### src/rtl/qed_params.svh
// Purpose: Register indices, field positions, reset values and counts of the encoder decoder.
// Assumes: Byte address of a register is four times its index.
// Notes:   Included by the design modules and by the testbench.
`ifndef QED_PARAMS_SVH
`define QED_PARAMS_SVH

// Register indices; byte address is index * 4.
`define QED_IDX_MODE       6'h25
`define QED_IDX_PPR        6'h26
`define QED_IDX_COUNT      6'h27
`define QED_IDX_COUNT_N    6'h28
`define QED_IDX_OFFSETS    6'h29
`define QED_IDX_ANGLES     6'h2a
`define QED_IDX_POLE_PAIRS 6'h2b

// Field positions in the input configuration register.
`define QED_MODE_A_INV     0
`define QED_MODE_B_INV     1
`define QED_MODE_N_INV     2
`define QED_MODE_ALL_THREE 3
`define QED_MODE_RELOAD    8
`define QED_MODE_DIR_NEG   12

// Reset values.
`define QED_RST_MODE       32'h0000_0000
`define QED_RST_PPR        24'h00_0000
`define QED_RST_COUNT      24'h00_0000
`define QED_RST_OFFSETS    32'h0000_0000
`define QED_RST_POLE_PAIRS 16'h0001

// Divider iterations: one per dividend bit (24 count bits plus 16 fraction bits).
`define QED_DIV_STEPS      40

`endif

### src/rtl/qed_pkg.sv
// Purpose: Types shared by the encoder decoder modules.
// Assumes: Register constants come from qed_params.svh.
// Notes:   Holds types and the AXI response code constants.
package qed_pkg;
   // Divider sequencer states, one-hot.
   typedef enum logic [2:0] {
      QED_DIV_LOAD = 3'b001,
      QED_DIV_RUN  = 3'b010,
      QED_DIV_DONE = 3'b100
   } qed_div_state_e;

   // AXI response codes.
   typedef logic [1:0] qed_resp_t;
   localparam qed_resp_t QED_RESP_OKAY   = 2'h0;
   localparam qed_resp_t QED_RESP_SLVERR = 2'h2;
endpackage : qed_pkg

### src/rtl/qed_decoder.sv
// Purpose: Quadrature A/B/index decoder with modulo counter, index latch and angle outputs.
// Assumes: AXI4-Lite slave on clk_i; encoder pins are asynchronous to clk_i.
// Notes:   Angles refresh every divider pass, about 42 clock cycles.
//
// Decided for this implementation: register access over AXI4-Lite.
`timescale 1ns/100ps
`include "qed_params.svh"

// Functional notes
// - Mode bit 0 set inverts the A input.
// - Mode bit 1 set inverts the B input.
// - Mode bit 2 set inverts the index input.
// - Bit 3 clear: index alone is the event; set: index, A and B together.
// - On index event bit 8 clear latches count; set reloads count from latch.
// - Software-writable 24-bit pulses-per-revolution sets the encoder resolution.
// - 24-bit count wraps modulo resolution; bit 12 selects negative direction.
// - Software may overwrite the step count at any time.
// - With bit 8 clear, latched index count captures the count per event and holds until the next.
// - When the index event reloads the counter, the latched count keeps its value.
// - Software may write the latched count; it reloads the count in reload mode.
// - Signed 16-bit mechanical offset sits in offset bits 15 to 0.
// - Signed 16-bit electrical offset sits in offset bits 31 to 16.
// - Mechanical angle is count * 65536 / resolution plus mechanical offset.
// - Electrical angle is mechanical angle times pole pairs plus electrical offset.
module qed_decoder
   import qed_pkg::*;
#(
   parameter int ADDR_W = 8,
   parameter int CNT_W  = 24
) (
   input  wire logic              clk_i,
   input  wire logic              rst_n_i,
   // Encoder pins.
   input  wire logic              enc_a_i,
   input  wire logic              enc_b_i,
   input  wire logic              enc_index_i,
   // AXI4-Lite slave.
   input  wire logic [ADDR_W-1:0] s_axi_awaddr,
   input  wire logic              s_axi_awvalid,
   output logic                   s_axi_awready,
   input  wire logic [31:0]       s_axi_wdata,
   input  wire logic [3:0]        s_axi_wstrb,
   input  wire logic              s_axi_wvalid,
   output logic                   s_axi_wready,
   output logic [1:0]             s_axi_bresp,
   output logic                   s_axi_bvalid,
   input  wire logic              s_axi_bready,
   input  wire logic [ADDR_W-1:0] s_axi_araddr,
   input  wire logic              s_axi_arvalid,
   output logic                   s_axi_arready,
   output logic [31:0]            s_axi_rdata,
   output logic [1:0]             s_axi_rresp,
   output logic                   s_axi_rvalid,
   input  wire logic              s_axi_rready,
   // Angle outputs and index event pulse for the commutation logic.
   output logic [15:0]            phi_m_o,
   output logic [15:0]            phi_e_o,
   output logic                   index_event_o
);
   if (ADDR_W < 8 || CNT_W != 24) begin : g_chk
      $error("qed_decoder: address needs 8 bits and the count is 24 bits wide");
   end

   // Register state.
   logic [31:0]      mode_q;
   logic [CNT_W-1:0] ppr_q;
   logic [CNT_W-1:0] count_q;
   logic [CNT_W-1:0] count_n_q;
   logic [31:0]      offsets_q;
   logic [15:0]      pole_pairs_q;

   // Input synchronisers.
   wire logic [2:0] pins = {enc_index_i, enc_b_i, enc_a_i};
   logic [2:0]      sync1_q;
   logic [2:0]      sync2_q;
   logic [2:0]      prev_q;

   // Two flops per pin, then one more stage to see the previous level.
   for (genvar i = 0; i < 3; i++) begin : g_sync
      always_ff @(posedge clk_i or negedge rst_n_i) begin
         if (!rst_n_i) begin
            sync1_q[i] <= 1'b0;
            sync2_q[i] <= 1'b0;
            prev_q[i]  <= 1'b0;
         end else begin
            sync1_q[i] <= pins[i];
            sync2_q[i] <= sync1_q[i];
            prev_q[i]  <= sync2_q[i];
         end
      end
   end

   // Polarity selection on the synchronised and the previous levels.
   wire logic a_cur = sync2_q[0] ^ mode_q[`QED_MODE_A_INV];
   wire logic b_cur = sync2_q[1] ^ mode_q[`QED_MODE_B_INV];
   wire logic n_cur = sync2_q[2] ^ mode_q[`QED_MODE_N_INV];
   wire logic a_old = prev_q[0] ^ mode_q[`QED_MODE_A_INV];
   wire logic b_old = prev_q[1] ^ mode_q[`QED_MODE_B_INV];
   wire logic n_old = prev_q[2] ^ mode_q[`QED_MODE_N_INV];

   // One of A and B changed is one step; a double change is dropped.
   wire logic a_chg   = a_cur ^ a_old;
   wire logic b_chg   = b_cur ^ b_old;
   wire logic step    = a_chg ^ b_chg;
   wire logic fwd     = a_cur ^ b_old;
   wire logic step_up = fwd ^ mode_q[`QED_MODE_DIR_NEG];

   // Index qualification and rising-edge detection of the qualified index.
   wire logic all3    = mode_q[`QED_MODE_ALL_THREE];
   wire logic idx_cur = n_cur & (~all3 | (a_cur & b_cur));
   wire logic idx_old = n_old & (~all3 | (a_old & b_old));
   wire logic idx_evt = idx_cur & ~idx_old;
   wire logic reload  = mode_q[`QED_MODE_RELOAD];

   // Modulo step arithmetic; a zero resolution pins the count at zero.
   wire logic [CNT_W-1:0] ppr_top  = ppr_q - 24'h00_0001;
   wire logic             at_top   = count_q >= ppr_top;
   wire logic             at_zero  = count_q == 24'h00_0000;
   wire logic [CNT_W-1:0] cnt_inc  = at_top ? 24'h00_0000 : count_q + 24'h00_0001;
   wire logic [CNT_W-1:0] cnt_dec  = at_zero ? ppr_top : count_q - 24'h00_0001;
   wire logic [CNT_W-1:0] cnt_step = (ppr_q == 24'h00_0000) ? 24'h00_0000 :
                                     (step_up ? cnt_inc : cnt_dec);

   // AXI4-Lite write path.
   logic [ADDR_W-1:0] awaddr_q;
   logic [31:0]       wdata_q;
   logic [3:0]        wstrb_q;
   logic              aw_full_q;
   logic              w_full_q;

   wire logic aw_hs     = s_axi_awvalid & s_axi_awready;
   wire logic w_hs      = s_axi_wvalid & s_axi_wready;
   wire logic do_write  = aw_full_q & w_full_q & ~s_axi_bvalid;
   wire logic aw_full_d = ~do_write & (aw_full_q | aw_hs);
   wire logic w_full_d  = ~do_write & (w_full_q | w_hs);
   wire logic bvalid_d  = do_write | (s_axi_bvalid & ~s_axi_bready);

   // Write decode by word index.
   wire logic [5:0] widx    = awaddr_q[7:2];
   wire logic wr_mode       = do_write & (widx == `QED_IDX_MODE);
   wire logic wr_ppr        = do_write & (widx == `QED_IDX_PPR);
   wire logic wr_count      = do_write & (widx == `QED_IDX_COUNT);
   wire logic wr_count_n    = do_write & (widx == `QED_IDX_COUNT_N);
   wire logic wr_offsets    = do_write & (widx == `QED_IDX_OFFSETS);
   wire logic wr_pole_pairs = do_write & (widx == `QED_IDX_POLE_PAIRS);
   wire logic wr_hit        = (widx >= `QED_IDX_MODE) & (widx <= `QED_IDX_POLE_PAIRS);

   // Byte-lane merge of write data into an old register value.
   function automatic logic [31:0] merge(input logic [31:0] old, input logic [31:0] nw,
                                         input logic [3:0] strb);
      logic [31:0] res;
      res = old;
      for (int k = 0; k < 4; k++) begin
         if (strb[k]) begin
            res[8*k +: 8] = nw[8*k +: 8];
         end
      end
      return res;
   endfunction : merge

   // Only the defined mode bits are kept; others read zero.
   wire logic [31:0] mode_mask  = 32'h0000_110f;
   wire logic [31:0] mode_wr    = merge(mode_q, wdata_q, wstrb_q) & mode_mask;
   wire logic [31:0] ppr_wr     = merge({8'h00, ppr_q}, wdata_q, wstrb_q);
   wire logic [31:0] count_wr   = merge({8'h00, count_q}, wdata_q, wstrb_q);
   wire logic [31:0] count_n_wr = merge({8'h00, count_n_q}, wdata_q, wstrb_q);
   wire logic [31:0] offs_wr    = merge(offsets_q, wdata_q, wstrb_q);
   wire logic [31:0] pp_wr      = merge({16'h0000, pole_pairs_q}, wdata_q, wstrb_q);

   // Bus handshake state for the write channels.
   always_ff @(posedge clk_i or negedge rst_n_i) begin
      if (!rst_n_i) begin
         aw_full_q     <= 1'b0;
         w_full_q      <= 1'b0;
         awaddr_q      <= '0;
         wdata_q       <= 32'h0000_0000;
         wstrb_q       <= 4'h0;
         s_axi_awready <= 1'b1;
         s_axi_wready  <= 1'b1;
         s_axi_bvalid  <= 1'b0;
         s_axi_bresp   <= QED_RESP_OKAY;
      end else begin
         aw_full_q     <= aw_full_d;
         w_full_q      <= w_full_d;
         s_axi_awready <= ~aw_full_d & ~bvalid_d;
         s_axi_wready  <= ~w_full_d & ~bvalid_d;
         s_axi_bvalid  <= bvalid_d;
         if (aw_hs) begin
            awaddr_q <= s_axi_awaddr;
         end
         if (w_hs) begin
            wdata_q <= s_axi_wdata;
            wstrb_q <= s_axi_wstrb;
         end
         if (do_write) begin
            s_axi_bresp <= wr_hit ? QED_RESP_OKAY : QED_RESP_SLVERR;
         end
      end
   end

   // Configuration registers.
   always_ff @(posedge clk_i or negedge rst_n_i) begin
      if (!rst_n_i) begin
         mode_q       <= `QED_RST_MODE;
         ppr_q        <= `QED_RST_PPR;
         offsets_q    <= `QED_RST_OFFSETS;
         pole_pairs_q <= `QED_RST_POLE_PAIRS;
      end else begin
         if (wr_mode) begin
            mode_q <= mode_wr;
         end
         if (wr_ppr) begin
            ppr_q <= ppr_wr[CNT_W-1:0];
         end
         if (wr_offsets) begin
            offsets_q <= offs_wr;
         end
         if (wr_pole_pairs) begin
            pole_pairs_q <= pp_wr[15:0];
         end
      end
   end

   // Step counter and index latch.
   // A software write wins over an index event; a reload event wins over a step.
   wire logic [CNT_W-1:0] count_d =
      wr_count           ? count_wr[CNT_W-1:0] :
      (idx_evt & reload) ? count_n_q :
      step               ? cnt_step : count_q;
   wire logic [CNT_W-1:0] count_n_d =
      wr_count_n         ? count_n_wr[CNT_W-1:0] :
      (idx_evt & ~reload) ? count_q : count_n_q;

   always_ff @(posedge clk_i or negedge rst_n_i) begin
      if (!rst_n_i) begin
         count_q       <= `QED_RST_COUNT;
         count_n_q     <= `QED_RST_COUNT;
         index_event_o <= 1'b0;
      end else begin
         count_q       <= count_d;
         count_n_q     <= count_n_d;
         index_event_o <= idx_evt;
      end
   end

   // Angle calculation.
   logic [39:0] quot;
   logic        div_done;

   qed_divider #(
      .DVD_W (`QED_DIV_STEPS),
      .DVS_W (CNT_W)
   ) u_div (
      .clk_i      (clk_i),
      .rst_n_i    (rst_n_i),
      .dividend_i ({count_q, 16'h0000}),
      .divisor_i  (ppr_q),
      .quot_o     (quot),
      .done_o     (div_done)
   );

   // Electrical angle keeps the low 16 product bits.
   wire logic [31:0] phi_prod = phi_m_o * pole_pairs_q;
   logic             e_upd_q;

   always_ff @(posedge clk_i or negedge rst_n_i) begin
      if (!rst_n_i) begin
         phi_m_o <= 16'h0000;
         phi_e_o <= 16'h0000;
         e_upd_q <= 1'b0;
      end else begin
         e_upd_q <= div_done;
         if (div_done) begin
            phi_m_o <= quot[15:0] + offsets_q[15:0];
         end
         if (e_upd_q) begin
            phi_e_o <= phi_prod[15:0] + offsets_q[31:16];
         end
      end
   end

   // AXI4-Lite read path.
   wire logic       ar_hs    = s_axi_arvalid & s_axi_arready;
   wire logic       rvalid_d = ar_hs | (s_axi_rvalid & ~s_axi_rready);
   wire logic [5:0] ridx     = s_axi_araddr[7:2];
   wire logic       rd_hit   = (ridx >= `QED_IDX_MODE) & (ridx <= `QED_IDX_POLE_PAIRS);
   wire logic [31:0] rd_mux  =
      (ridx == `QED_IDX_MODE)       ? mode_q :
      (ridx == `QED_IDX_PPR)        ? {8'h00, ppr_q} :
      (ridx == `QED_IDX_COUNT)      ? {8'h00, count_q} :
      (ridx == `QED_IDX_COUNT_N)    ? {8'h00, count_n_q} :
      (ridx == `QED_IDX_OFFSETS)    ? offsets_q :
      (ridx == `QED_IDX_ANGLES)     ? {phi_e_o, phi_m_o} :
      (ridx == `QED_IDX_POLE_PAIRS) ? {16'h0000, pole_pairs_q} : 32'h0000_0000;

   // Read data is captured at the address handshake and held until taken.
   always_ff @(posedge clk_i or negedge rst_n_i) begin
      if (!rst_n_i) begin
         s_axi_arready <= 1'b1;
         s_axi_rvalid  <= 1'b0;
         s_axi_rdata   <= 32'h0000_0000;
         s_axi_rresp   <= QED_RESP_OKAY;
      end else begin
         s_axi_arready <= ~rvalid_d;
         s_axi_rvalid  <= rvalid_d;
         if (ar_hs) begin
            s_axi_rdata <= rd_mux;
            s_axi_rresp <= rd_hit ? QED_RESP_OKAY : QED_RESP_SLVERR;
         end
      end
   end
endmodule : qed_decoder

### src/rtl/qed_divider.sv
// Purpose: Free-running restoring divider producing count * 2^16 / resolution.
// Assumes: Operands may change at any time; they are sampled at the start of each pass.
// Notes:   A zero divisor yields a zero quotient.
`timescale 1ns/100ps
`include "qed_params.svh"
module qed_divider
   import qed_pkg::*;
#(
   parameter int DVD_W = 40,
   parameter int DVS_W = 24
) (
   input  wire logic             clk_i,
   input  wire logic             rst_n_i,
   input  wire logic [DVD_W-1:0] dividend_i,
   input  wire logic [DVS_W-1:0] divisor_i,
   output logic      [DVD_W-1:0] quot_o,
   output logic                  done_o
);
   if (DVD_W != `QED_DIV_STEPS || DVS_W < 1) begin : g_chk
      $error("qed_divider: dividend width must equal the iteration count");
   end

   qed_div_state_e   state_q;
   logic [DVD_W-1:0] dvd_q;
   logic [DVS_W-1:0] dvs_q;
   logic [DVS_W:0]   rem_q;
   logic [5:0]       cnt_q;

   // One restoring step: shift in the next dividend bit and try to subtract.
   wire logic [DVS_W:0] rem_sh  = {rem_q[DVS_W-1:0], dvd_q[DVD_W-1]};
   wire logic           fits    = rem_sh >= {1'b0, dvs_q};
   wire logic [DVS_W:0] rem_nx  = fits ? rem_sh - {1'b0, dvs_q} : rem_sh;
   wire logic           last    = cnt_q == 6'(`QED_DIV_STEPS - 1);

   // Sequencer: load operands, iterate, present the quotient, repeat.
   always_ff @(posedge clk_i or negedge rst_n_i) begin
      if (!rst_n_i) begin
         state_q <= QED_DIV_LOAD;
         dvd_q   <= '0;
         dvs_q   <= '0;
         rem_q   <= '0;
         cnt_q   <= 6'h00;
         quot_o  <= '0;
         done_o  <= 1'b0;
      end else begin
         done_o <= 1'b0;
         case (state_q)
            QED_DIV_LOAD: begin
               dvd_q   <= dividend_i;
               dvs_q   <= divisor_i;
               rem_q   <= '0;
               cnt_q   <= 6'h00;
               state_q <= QED_DIV_RUN;
            end
            QED_DIV_RUN: begin
               rem_q <= rem_nx;
               dvd_q <= {dvd_q[DVD_W-2:0], fits};
               cnt_q <= cnt_q + 6'h01;
               if (last) begin
                  state_q <= QED_DIV_DONE;
               end
            end
            QED_DIV_DONE: begin
               quot_o  <= (dvs_q == '0) ? '0 : dvd_q;
               done_o  <= 1'b1;
               state_q <= QED_DIV_LOAD;
            end
            default: state_q <= QED_DIV_LOAD;
         endcase
      end
   end
endmodule : qed_divider

### config.mk
export PLATFORM = sky130hd
export DESIGN_NAME = qed_decoder
export DESIGN_NICKNAME = d
export VERILOG_FILES = /design/src/rtl/qed_pkg.sv /design/src/rtl/qed_decoder.sv /design/src/rtl/qed_divider.sv
export VERILOG_INCLUDE_DIRS = /design/src /design/src/rtl
export SDC_FILE = /design/constraint.sdc
export NUM_CORES = 1
export LEC_CHECK = 0
export BUFFER_PORTS_ARGS = -buffer_cell sky130_fd_sc_hd__buf_2
export CORE_MARGIN = 1
export CORE_UTILIZATION = 25
export DETAILED_ROUTE_END_ITERATION = 8
export GPL_TIMING_DRIVEN = 0
export PLACE_DENSITY_LB_ADDON = 0.25
export SYNTH_ARGS = -nofsm -noshare
export SYNTH_HDL_FRONTEND = slang
export SYNTH_SLANG_ARGS = --single-unit
export TNS_END_PERCENT = 100
### constraint.sdc
create_clock -name clk_i -period 6.6 [get_ports clk_i]
set_input_delay 0.33 -clock clk_i [delete_from_list [all_inputs] [get_ports clk_i]]
set_output_delay 0.33 -clock clk_i [all_outputs]
set_load 0.01 [all_outputs]
== After elaboration in Yosys (flattened, before gate mapping) ==
Index checks and enable logic that the tools add are counted.
Word-level totals
  flip-flop bits (word level): 370
  bits in latches: 0
  memory bits (writable): 0
  memory bits (read-only): 0
  bits of input ports: 62
  output and inout port bits: 74
  logic and storage cells: 194
  memories: 0
Cells by class
  $add $sub $neg: 7
  multipliers: 1
  divide/modulo/power cells: 0
  order comparisons: 6
  eq/ne operators: 24
  shifts and indexed selects: 0
  multiplexer cells: 29
  bitwise logic cells: 54
  reduce and logical (&&, ||, !) cells: 23
Operator list (number)
  24-bit 2-to-1 mux: 10
  32-bit 2-to-1 mux: 6
  6-bit == test, second input constant: 14
  40-bit one-hot mux with 2 select lines: 1
  24-bit zero test: 3
  24-bit one-hot mux with 2 select lines: 1
  24-bit by 1-bit subtractor with 24-bit output, second input constant: 2
  2-bit AND reduction: 17
  16-bit adder: 2
  16-bit 2-to-1 mux: 2
  1-bit AND: 26
  25-bit by 24-bit >= comparator with 1-bit output: 1
  24-bit by 1-bit adder with 24-bit output, second input constant: 1
  24-bit >= comparator: 1
  8-bit 2-to-1 mux: 3
  24-bit subtractor: 1
  16-bit by 16-bit multiplier with 16-bit output: 1
  6-bit >= comparator, second input constant: 2
  6-bit less-or-equal comparator, second input constant: 2
  2-bit != test, second input constant: 6
  6-bit one-hot mux with 2 select lines: 1
  1-bit NOT: 11
  1-bit XOR: 11
  6-bit by 1-bit adder with 6-bit output, second input constant: 1
  other kinds (11): 18

== Depth between registers and ports, before layout ==
Gate-level depths: netlist (run 1).
  word-level depth: 9
  depth in mapped cells: 22
  depth with buffers taken out: 21

== Hierarchy ==
Synthesis (run 1) repeated with hierarchy kept, for this count alone.
Unflattened totals
  cell total of the unflattened synthesis: 2590
  area, all modules: 25253.0 µm²
Modules (own cells, without submodules)
  qed_decoder: times used 1, cells an instance 1891, area each 18494.0 µm², sequential area each 6311.1 µm²
  qed_divider: times used 1, cells an instance 699, area each 6759.0 µm², sequential area each 3454.6 µm²

== Least setup slack after synthesis (run 1) ==
Ideal clock, no wire load.
  path type: register to register
  start point: reg phi_m_o[5]
  end point: reg phi_e_o[14]
  setup time: 0.125 ns
  arrival: 5.195 ns
  data required time: 6.475 ns
  slack: 1.280 ns
  cell stages (with the launch flop): 19
  path buffers: 1
  clock period less this slack: 5.320 ns
  path through: dfrtp_1 > clkbuf_1 > and2_1 > fa_1 > inv_1 > fa_1 > fa_1 > fa_1 > inv_1 > fa_1 > inv_1 > fa_1 > inv_1 > ha_1 > nand3_1 > o31ai_1 > o211ai_1 > xnor2_1 > mux2_2
On the way
  longest elaborated chain between the ends: 2
Ends and longest elaborated chain
  start, declared: RTL line qed_decoder.sv:56  | output logic [15:0] phi_m_o,
  start signal, assigned: RTL line qed_decoder.sv:274  | phi_m_o <= quot[15:0] + offsets_q[15:0];
  16-bit by 16-bit multiplier with 16-bit output: RTL line qed_decoder.sv:263  | wire logic [31:0] phi_prod = phi_m_o * pole_pairs_q;
  16-bit adder: RTL line qed_decoder.sv:277  | phi_e_o <= phi_prod[15:0] + offsets_q[31:16];
  end signal, assigned: RTL line qed_decoder.sv:277
  end, declared: RTL line qed_decoder.sv:57  | output logic [15:0] phi_e_o,
No other way between the ends.
A chain may end at the register's enable or synchronous reset.

== Worst setup path after layout (run 1) ==
  start point: reg pole_pairs_q[2]
  end point: reg phi_e_o[14]
On the way
  longest elaborated chain between the ends: 2
Ends and longest elaborated chain
  start, declared: RTL line qed_decoder.sv:70  | logic [15:0] pole_pairs_q;
  start signal, assigned: RTL line qed_decoder.sv:207  | pole_pairs_q <= `QED_RST_POLE_PAIRS;
  start signal, assigned: RTL line qed_decoder.sv:219  | pole_pairs_q <= pp_wr[15:0];
  16-bit by 16-bit multiplier with 16-bit output: RTL line qed_decoder.sv:263
  16-bit adder: RTL line qed_decoder.sv:277
No other way between the ends.

==> results of run 1 <==
state kept, by name, indices dropped and copies added (netlist names), 24 cells and up:
name and cells:
count_n_q 24, count_q 24, offsets_q 32, ppr_q 24
s_axi_rdata 32, u_div.dvd_q 40, u_div.dvs_q 24, u_div.rem_q 24
wdata_q 32
per-stage QoR:
step           setup TNS [ps]  utilization  cell area, sq um  instances  setup slack, ps
6_report                    0        0.299             28500       4016              558
5_1_grt                     0        0.299             28500       4016              289
4_1_cts                     0        0.299             28500       4016              504
3_5_place_dp                0        0.278             26500       3891              507
3_3_place_gp          -935200        0.277             26400       3888            -2670
2_1_floorplan               0            -             24200       2494             1280
metal layers:
layer,routed length [um],vias to the layer above,global-route usage
met5,0,-,0
met4,1830,0,0.0435
met3,3190,85,0.0165
met2,42600,451,0.304
met1,38600,9767,0.232
li1,-,9089,-
report_power, final:
part	switching, uW	leakage, uW	total (uW)	internal, uW
sequential	868	0.00477	3730	2860
clock	1070	0.000767	2650	1590
combinational	3130	0.00749	5260	2120
total	5070	0.0130	11600	6570
cells in the mapped netlist, drive strengths merged (48+ instances only):
cell type | n | share of area
and2 | 52 | 0.013
nand2 | 292 | 0.045
fa | 96 | 0.079
clkbuf | 114 | 0.018
a22o | 48 | 0.017
nor2 | 138 | 0.021
o21ai | 144 | 0.030
inv | 203 | 0.032
a21oi | 130 | 0.027
xnor2 | 100 | 0.036
ha | 121 | 0.063
mux2 | 149 | 0.069
dfrtp | 361 | 0.37
area by class of cell:
type | count | area share
inverters | 203 | 0.0267
clock inverters | 21 | 0.0102
flip-flops and latches | 366 | 0.322
repair buffers | 174 | 0.0407
clock buffers | 62 | 0.0446
plain buffers | 142 | 0.0202
well taps | 1265 | 0.0556
multi-input cells | 1783 | 0.480
cells by family after synthesis:
group,count (synthesis)
xor+xnor,138
mux,203
fa+ha+maj,217
flops,366
buf+inv,345
compound gates,502
other cells,1
simple gates,721
worst max-delay path, delay by kind of cell (launching register included):
family	cells	cell delay (ps)
AO/OA/AOI/OAI	2	580
XOR/XNOR	1	150
adder cells (fa/ha/maj)	7	3390
buffers and inverters	4	710
flip-flops	1	570
multiplexers	1	260
AND/OR/NAND/NOR	2	260
final timing paths:
path,depth (start not counted),slack [ps],from,endpoint
worst max-delay path,17,560,pole_pairs_q[2],phi_e_o[14]
worst min-delay path,2,30,s_axi_wdata[5],wdata_q[5]
worst max register to register,17,560,pole_pairs_q[2],phi_e_o[14]
worst min register to register,0,350,sync1_q[0],sync2_q[0]
max in group asynchronous,4,4660,rst_n_i,u_div.rem_q[21]
min in group asynchronous,2,350,rst_n_i,phi_e_o[13]
timing repair:
item | 4_1_cts | 5_1_grt
endpoints found under the hold margin | 134 | 0
setup endpoints to repair | 0 | 0
hold buffers | 42 | 0
==> results.json, run 1 <==
{
  "outcome": "finished, final reports clean",
  "die_area_sq_um": 98000,
  "async_reset_ff_frac": 1.00,
  "synth_ff_type": "dfrtp_1",
  "grt_pass1_wl_mm": 129,
  "yosys_warnings": 0,
  "mostFrequentLayoutCells": "dfrtp_1 (361), nand2_1 (292), inv_1 (203), mux2_2 (149), buf_2 (142)",
  "grt_pass1_vias": 19616,
  "drt-total-wl_mm": 86.2,
  "cts.sinks": 366,
  "synth.area.mux_share": 0.0995,
  "synth-xor-area-share": 0.0500,
  "synth_edf_count": 0,
  "grt_overflow": 0,
  "drc": 0,
  "endpoint_kind": "register",
  "rsz0062_at_grt": "no",
  "initial_utilization": 0.253,
  "period_share": 0.915,
  "final_layout_size_suffix_gt1_frac": 0.149,
  "gp_congestion": 0.886,
  "numCtsBuffers": 45,
  "drt_iter0_markers": 1471,
  "fmax_mhz": 166,
  "relSlewSlack": 0.177,
  "cp_cell_sequence": "clkbuf_1 > nand2_1 > fa_1 > fa_1 > fa_1 > fa_1 > inv_1 > fa_1 > inv_1 > fa_1 > inv_1 > ha_1 > nand3_1 > o31ai_1 > o211ai_1 > xnor2_1 > mux2_2",
  "fillers": 10086,
  "io_buffers": 129,
  "grtUsageTotal": 0.175,
  "path_clk_slew_ps": 60,
  "clock_latency_ps": 600,
  "p_leak_uw": 0.0130,
  "cts_tree": "built",
  "layout_min_cycle_time_ps": 6040,
  "post_cts_buffers": 0,
  "timing_max_transition_violations_final": 0,
  "crit_slowest_cell": "dfrtp_1",
  "cp-start-kind": "register",
  "skew_ps": 37.6,
  "synth_top_family_by_area": "adder cells",
  "cts_root_buffer": "clkbuf_16",
  "multi_input_area_sq_um": 13700,
  "hold_viol": 0,
  "coreArea_sq_um": 95400,
  "synth.cell_area_sq_um": 24200,
  "yosysUniqueCellTypes": 73,
  "cp_data_required_time_ps": 7080,
  "synthAdderAreaFrac": 0.142,
  "setup_viol": 0,
  "crit_arrival_ps": 6520,
  "drv_cap": 0,
  "ys_seq_area_frac": 0.379,
  "grt_start_max_net_pins": 109,
  "syn2layout_area_growth_pct": 17.8,
  "worst_pin_slew_ps": 1230,
  "wl_per_cell_um": 21.5,
  "ir_drop_v": 0.000269,
  "insertedDiodeCount": 0,
  "yosys.area_share.simple": 0.141,
  "cp_max_fo": 10,
  "crit_top_cell": "fa_1",
  "vias_per_cell": 4.83,
  "path_class": "reg2reg",
  "grt_antenna_before_repair": 2,
  "vias": 19392,
  "hp-class": "in2reg",
  "die_y_um": 313,
  "synthCells": 2493,
  "num_rows": 113,
  "fp.dieW_um": 313,
  "hpwlAfterDp_mm": 67.1,
  "ant_nets": 0,
  "avgSynthCellArea_sq_um": 9.70,
  "ys_seq_elements": 366,
  "cts.path.max_buffers": 3,
  "power_uw": 11600,
  "layout.nets": 2994,
  "regArea_sq_um": 9170,
  "ctsResizeCount": 0,
  "max_stage_delay_ps": 570,
  "final_common_cell": "dfrtp_1",
  "htreeDepth": 2,
  "dr.pass1.iters": 5,
  "synth_compound_area_frac": 0.133,
  "whs_ps": 26.2,
  "p_per_area_nw_per_um2": 408,
  "io_pins": 136
}
Power figures use the tool's default switching activity.
==> run 2, diff against run 1 <==
Settings changed: SYNTH_HIERARCHICAL set to 1.
==> results.json, run 2 <==
{
  "outcome": "finished, final reports clean",
  "endpoint": "phi_e_o[15]",
  "cts.sinks": 366,
  "dr.pass1.iters": 6,
  "dp_cells": 3966,
  "timing_max_transition_violations_final": 0,
  "post_cts_buffers": 0,
  "path_class": "reg2reg",
  "num_rows": 114,
  "initial_utilization": 0.253,
  "numCtsBuffers": 48,
  "place_ws_ps": 402,
  "worstSetupStartpoint": "pole_pairs_q[1]",
  "max_stage_delay_ps": 630,
  "topRoutingLayerUsed": "met4",
  "syn2layout_area_growth_pct": 18.8,
  "grt_pass1_wl_mm": 132,
  "fin_cells": 4103,
  "ant_nets": 0,
  "hpwlAfterDp_mm": 68.1,
  "r2r_slack_ps": 470,
  "cts_root_buffer": "clkbuf_16",
  "post-route-util": 0.300,
  "cp_max_fo": 10,
  "multi_input_area_sq_um": 13900,
  "die_area_sq_um": 99000,
  "cts_tree": "built",
  "r2r-end": "phi_e_o[15]",
  "crit_top_cell": "fa_1",
  "cts.path.max_buffers": 3,
  "wl_per_cell_um": 21.4,
  "power_uw": 11300,
  "met1_length_mm": 42.8,
  "layout.nets": 3064,
  "crit_slowest_cell": "dfrtp_1",
  "ff2ff_path_depth": 18,
  "drt_iter0_markers": 1832,
  "vias_per_cell": 4.87,
  "drt-total-wl_mm": 88.0,
  "tns_ps": 0,
  "ctsResizeCount": 0,
  "worst_pin_slew_ps": 1200,
  "yosys_warnings": 6,
  "clock_latency_ps": 620,
  "timing.critical_path.buf_inv": 4,
  "p_per_area_nw_per_um2": 388,
  "drv_cap": 0,
  "io_pins": 136,
  "fmax_mhz": 163,
  "crit_cells": 18,
  "synth.cell_area_sq_um": 24400,
  "reg2reg_from": "pole_pairs_q[1]",
  "fin_ws_ps": 471,
  "gp_congestion": 0.922,
  "cp-start-kind": "register",
  "top_register": "u_div/dvd_q",
  "grt_overflow": 0,
  "skew_ps": 45.6,
  "crit_arrival_ps": 6640,
  "setup_viol": 0,
  "cp_data_required_time_ps": 7110,
  "cts_hold_buf": 45,
  "hp-class": "in2reg",
  "regArea_sq_um": 9170,
  "coreArea_sq_um": 96700,
  "hold_viol": 0,
  "largest_reg_flops": 40,
  "wl_met3_mm": 5.73,
  "mostFrequentLayoutCells": "dfrtp_1 (361), nand2_1 (338), inv_1 (213), mux2_2 (144), nor2_1 (138)",
  "fp.dieW_um": 315,
  "min_from": "s_axi_rready",
  "cp_top_family": "adder cells",
  "layout_min_cycle_time_ps": 6130,
  "die_y_um": 315,
  "cp_cell_sequence": "clkbuf_1 > nand2_1 > fa_1 > fa_1 > fa_1 > inv_1 > fa_1 > fa_1 > inv_1 > fa_1 > inv_1 > ha_1 > nand3_1 > nand2_1 > a41o_1 > o41a_1 > xnor2_1 > mux2_2",
  "final_layout_size_suffix_gt1_frac": 0.147,
  "grt_pass1_vias": 19723,
  "rsz0062_at_grt": "no",
  "wl_met2_mm": 37.8,
  "synthCells": 2539,
  "avgSynthCellArea_sq_um": 9.62,
  "endpoint_kind": "register",
  "fillers": 10322,
  "grt_antenna_before_repair": 4,
  "grt_start_max_net_pins": 94,
  "io_buffers": 129,
  "vias": 19994,
  "htreeDepth": 2,
  "drc": 0,
  "relSlewSlack": 0.186,
  "ir_drop_v": 0.000190,
  "final_common_cell": "dfrtp_1",
  "p_leak_uw": 0.0134,
  "path_clk_slew_ps": 60,
  "grtUsageTotal": 0.178,
  "period_share": 0.929
}
run 2: changes by cell type in the layout (fill, tap and decap cells not counted), moves of 8 or more:
cell     previous run  this run
conb_1              2        18
xnor2_1           100        91
inv_1             203       213
a22oi_1            39        57
o21ai_1             9        30
o21ai_0           135       109
a32oi_1            10         1
o21a_1              8        16
nand2_1           292       338
nand3_1            47        36
buf_2             142       131
a22o_1             48        32
nor3_1             44        32
run 2: how the worst min path moves through the flow:
stage / to / slack, ps / depth (start not counted)
after global placement: sync2_q[0] / 330 / 0
after floorplan: aw_full_q / 30 / 0
after global routing: s_axi_rvalid / 20 / 2
final: s_axi_rvalid / 40 / 2
after detailed placement: u_div/rem_q[19] / 210 / 1
after CTS: s_axi_rvalid / 7 / 2
run 2: routing by layer:
layer  vias to the layer above  global-route usage
met5                         -                   0
met4                         0              0.0388
met3                       103              0.0302
met2                       622               0.265
met1                     10004               0.267
li1                       9265                   -
run 2: report_power, final:
part	leakage, uW	switching (uW)	total, uW	internal, uW
combinational	0.00779	2850	4760	1910
clock	0.000830	1130	2850	1720
sequential	0.00474	839	3660	2820
run 2: final cells by class:
type / count / share of cell area
antenna: 2 / 0.000172
buffer: 142 / 0.0203
clock buffer: 66 / 0.0465
clock inverter: 24 / 0.0119
inverter: 214 / 0.0277
multi-input combinational: 1834 / 0.480
sequential: 366 / 0.316
tap: 1276 / 0.0550
timing repair buffer: 179 / 0.0422
run 2: through the flow:
step,area (sq um),hold slack (ps)
floorplan,24500,34.4
CTS,29000,6.51
global route,29000,19.8
global placement,26700,334
detailed placement,26900,211
finish,29000,36.7
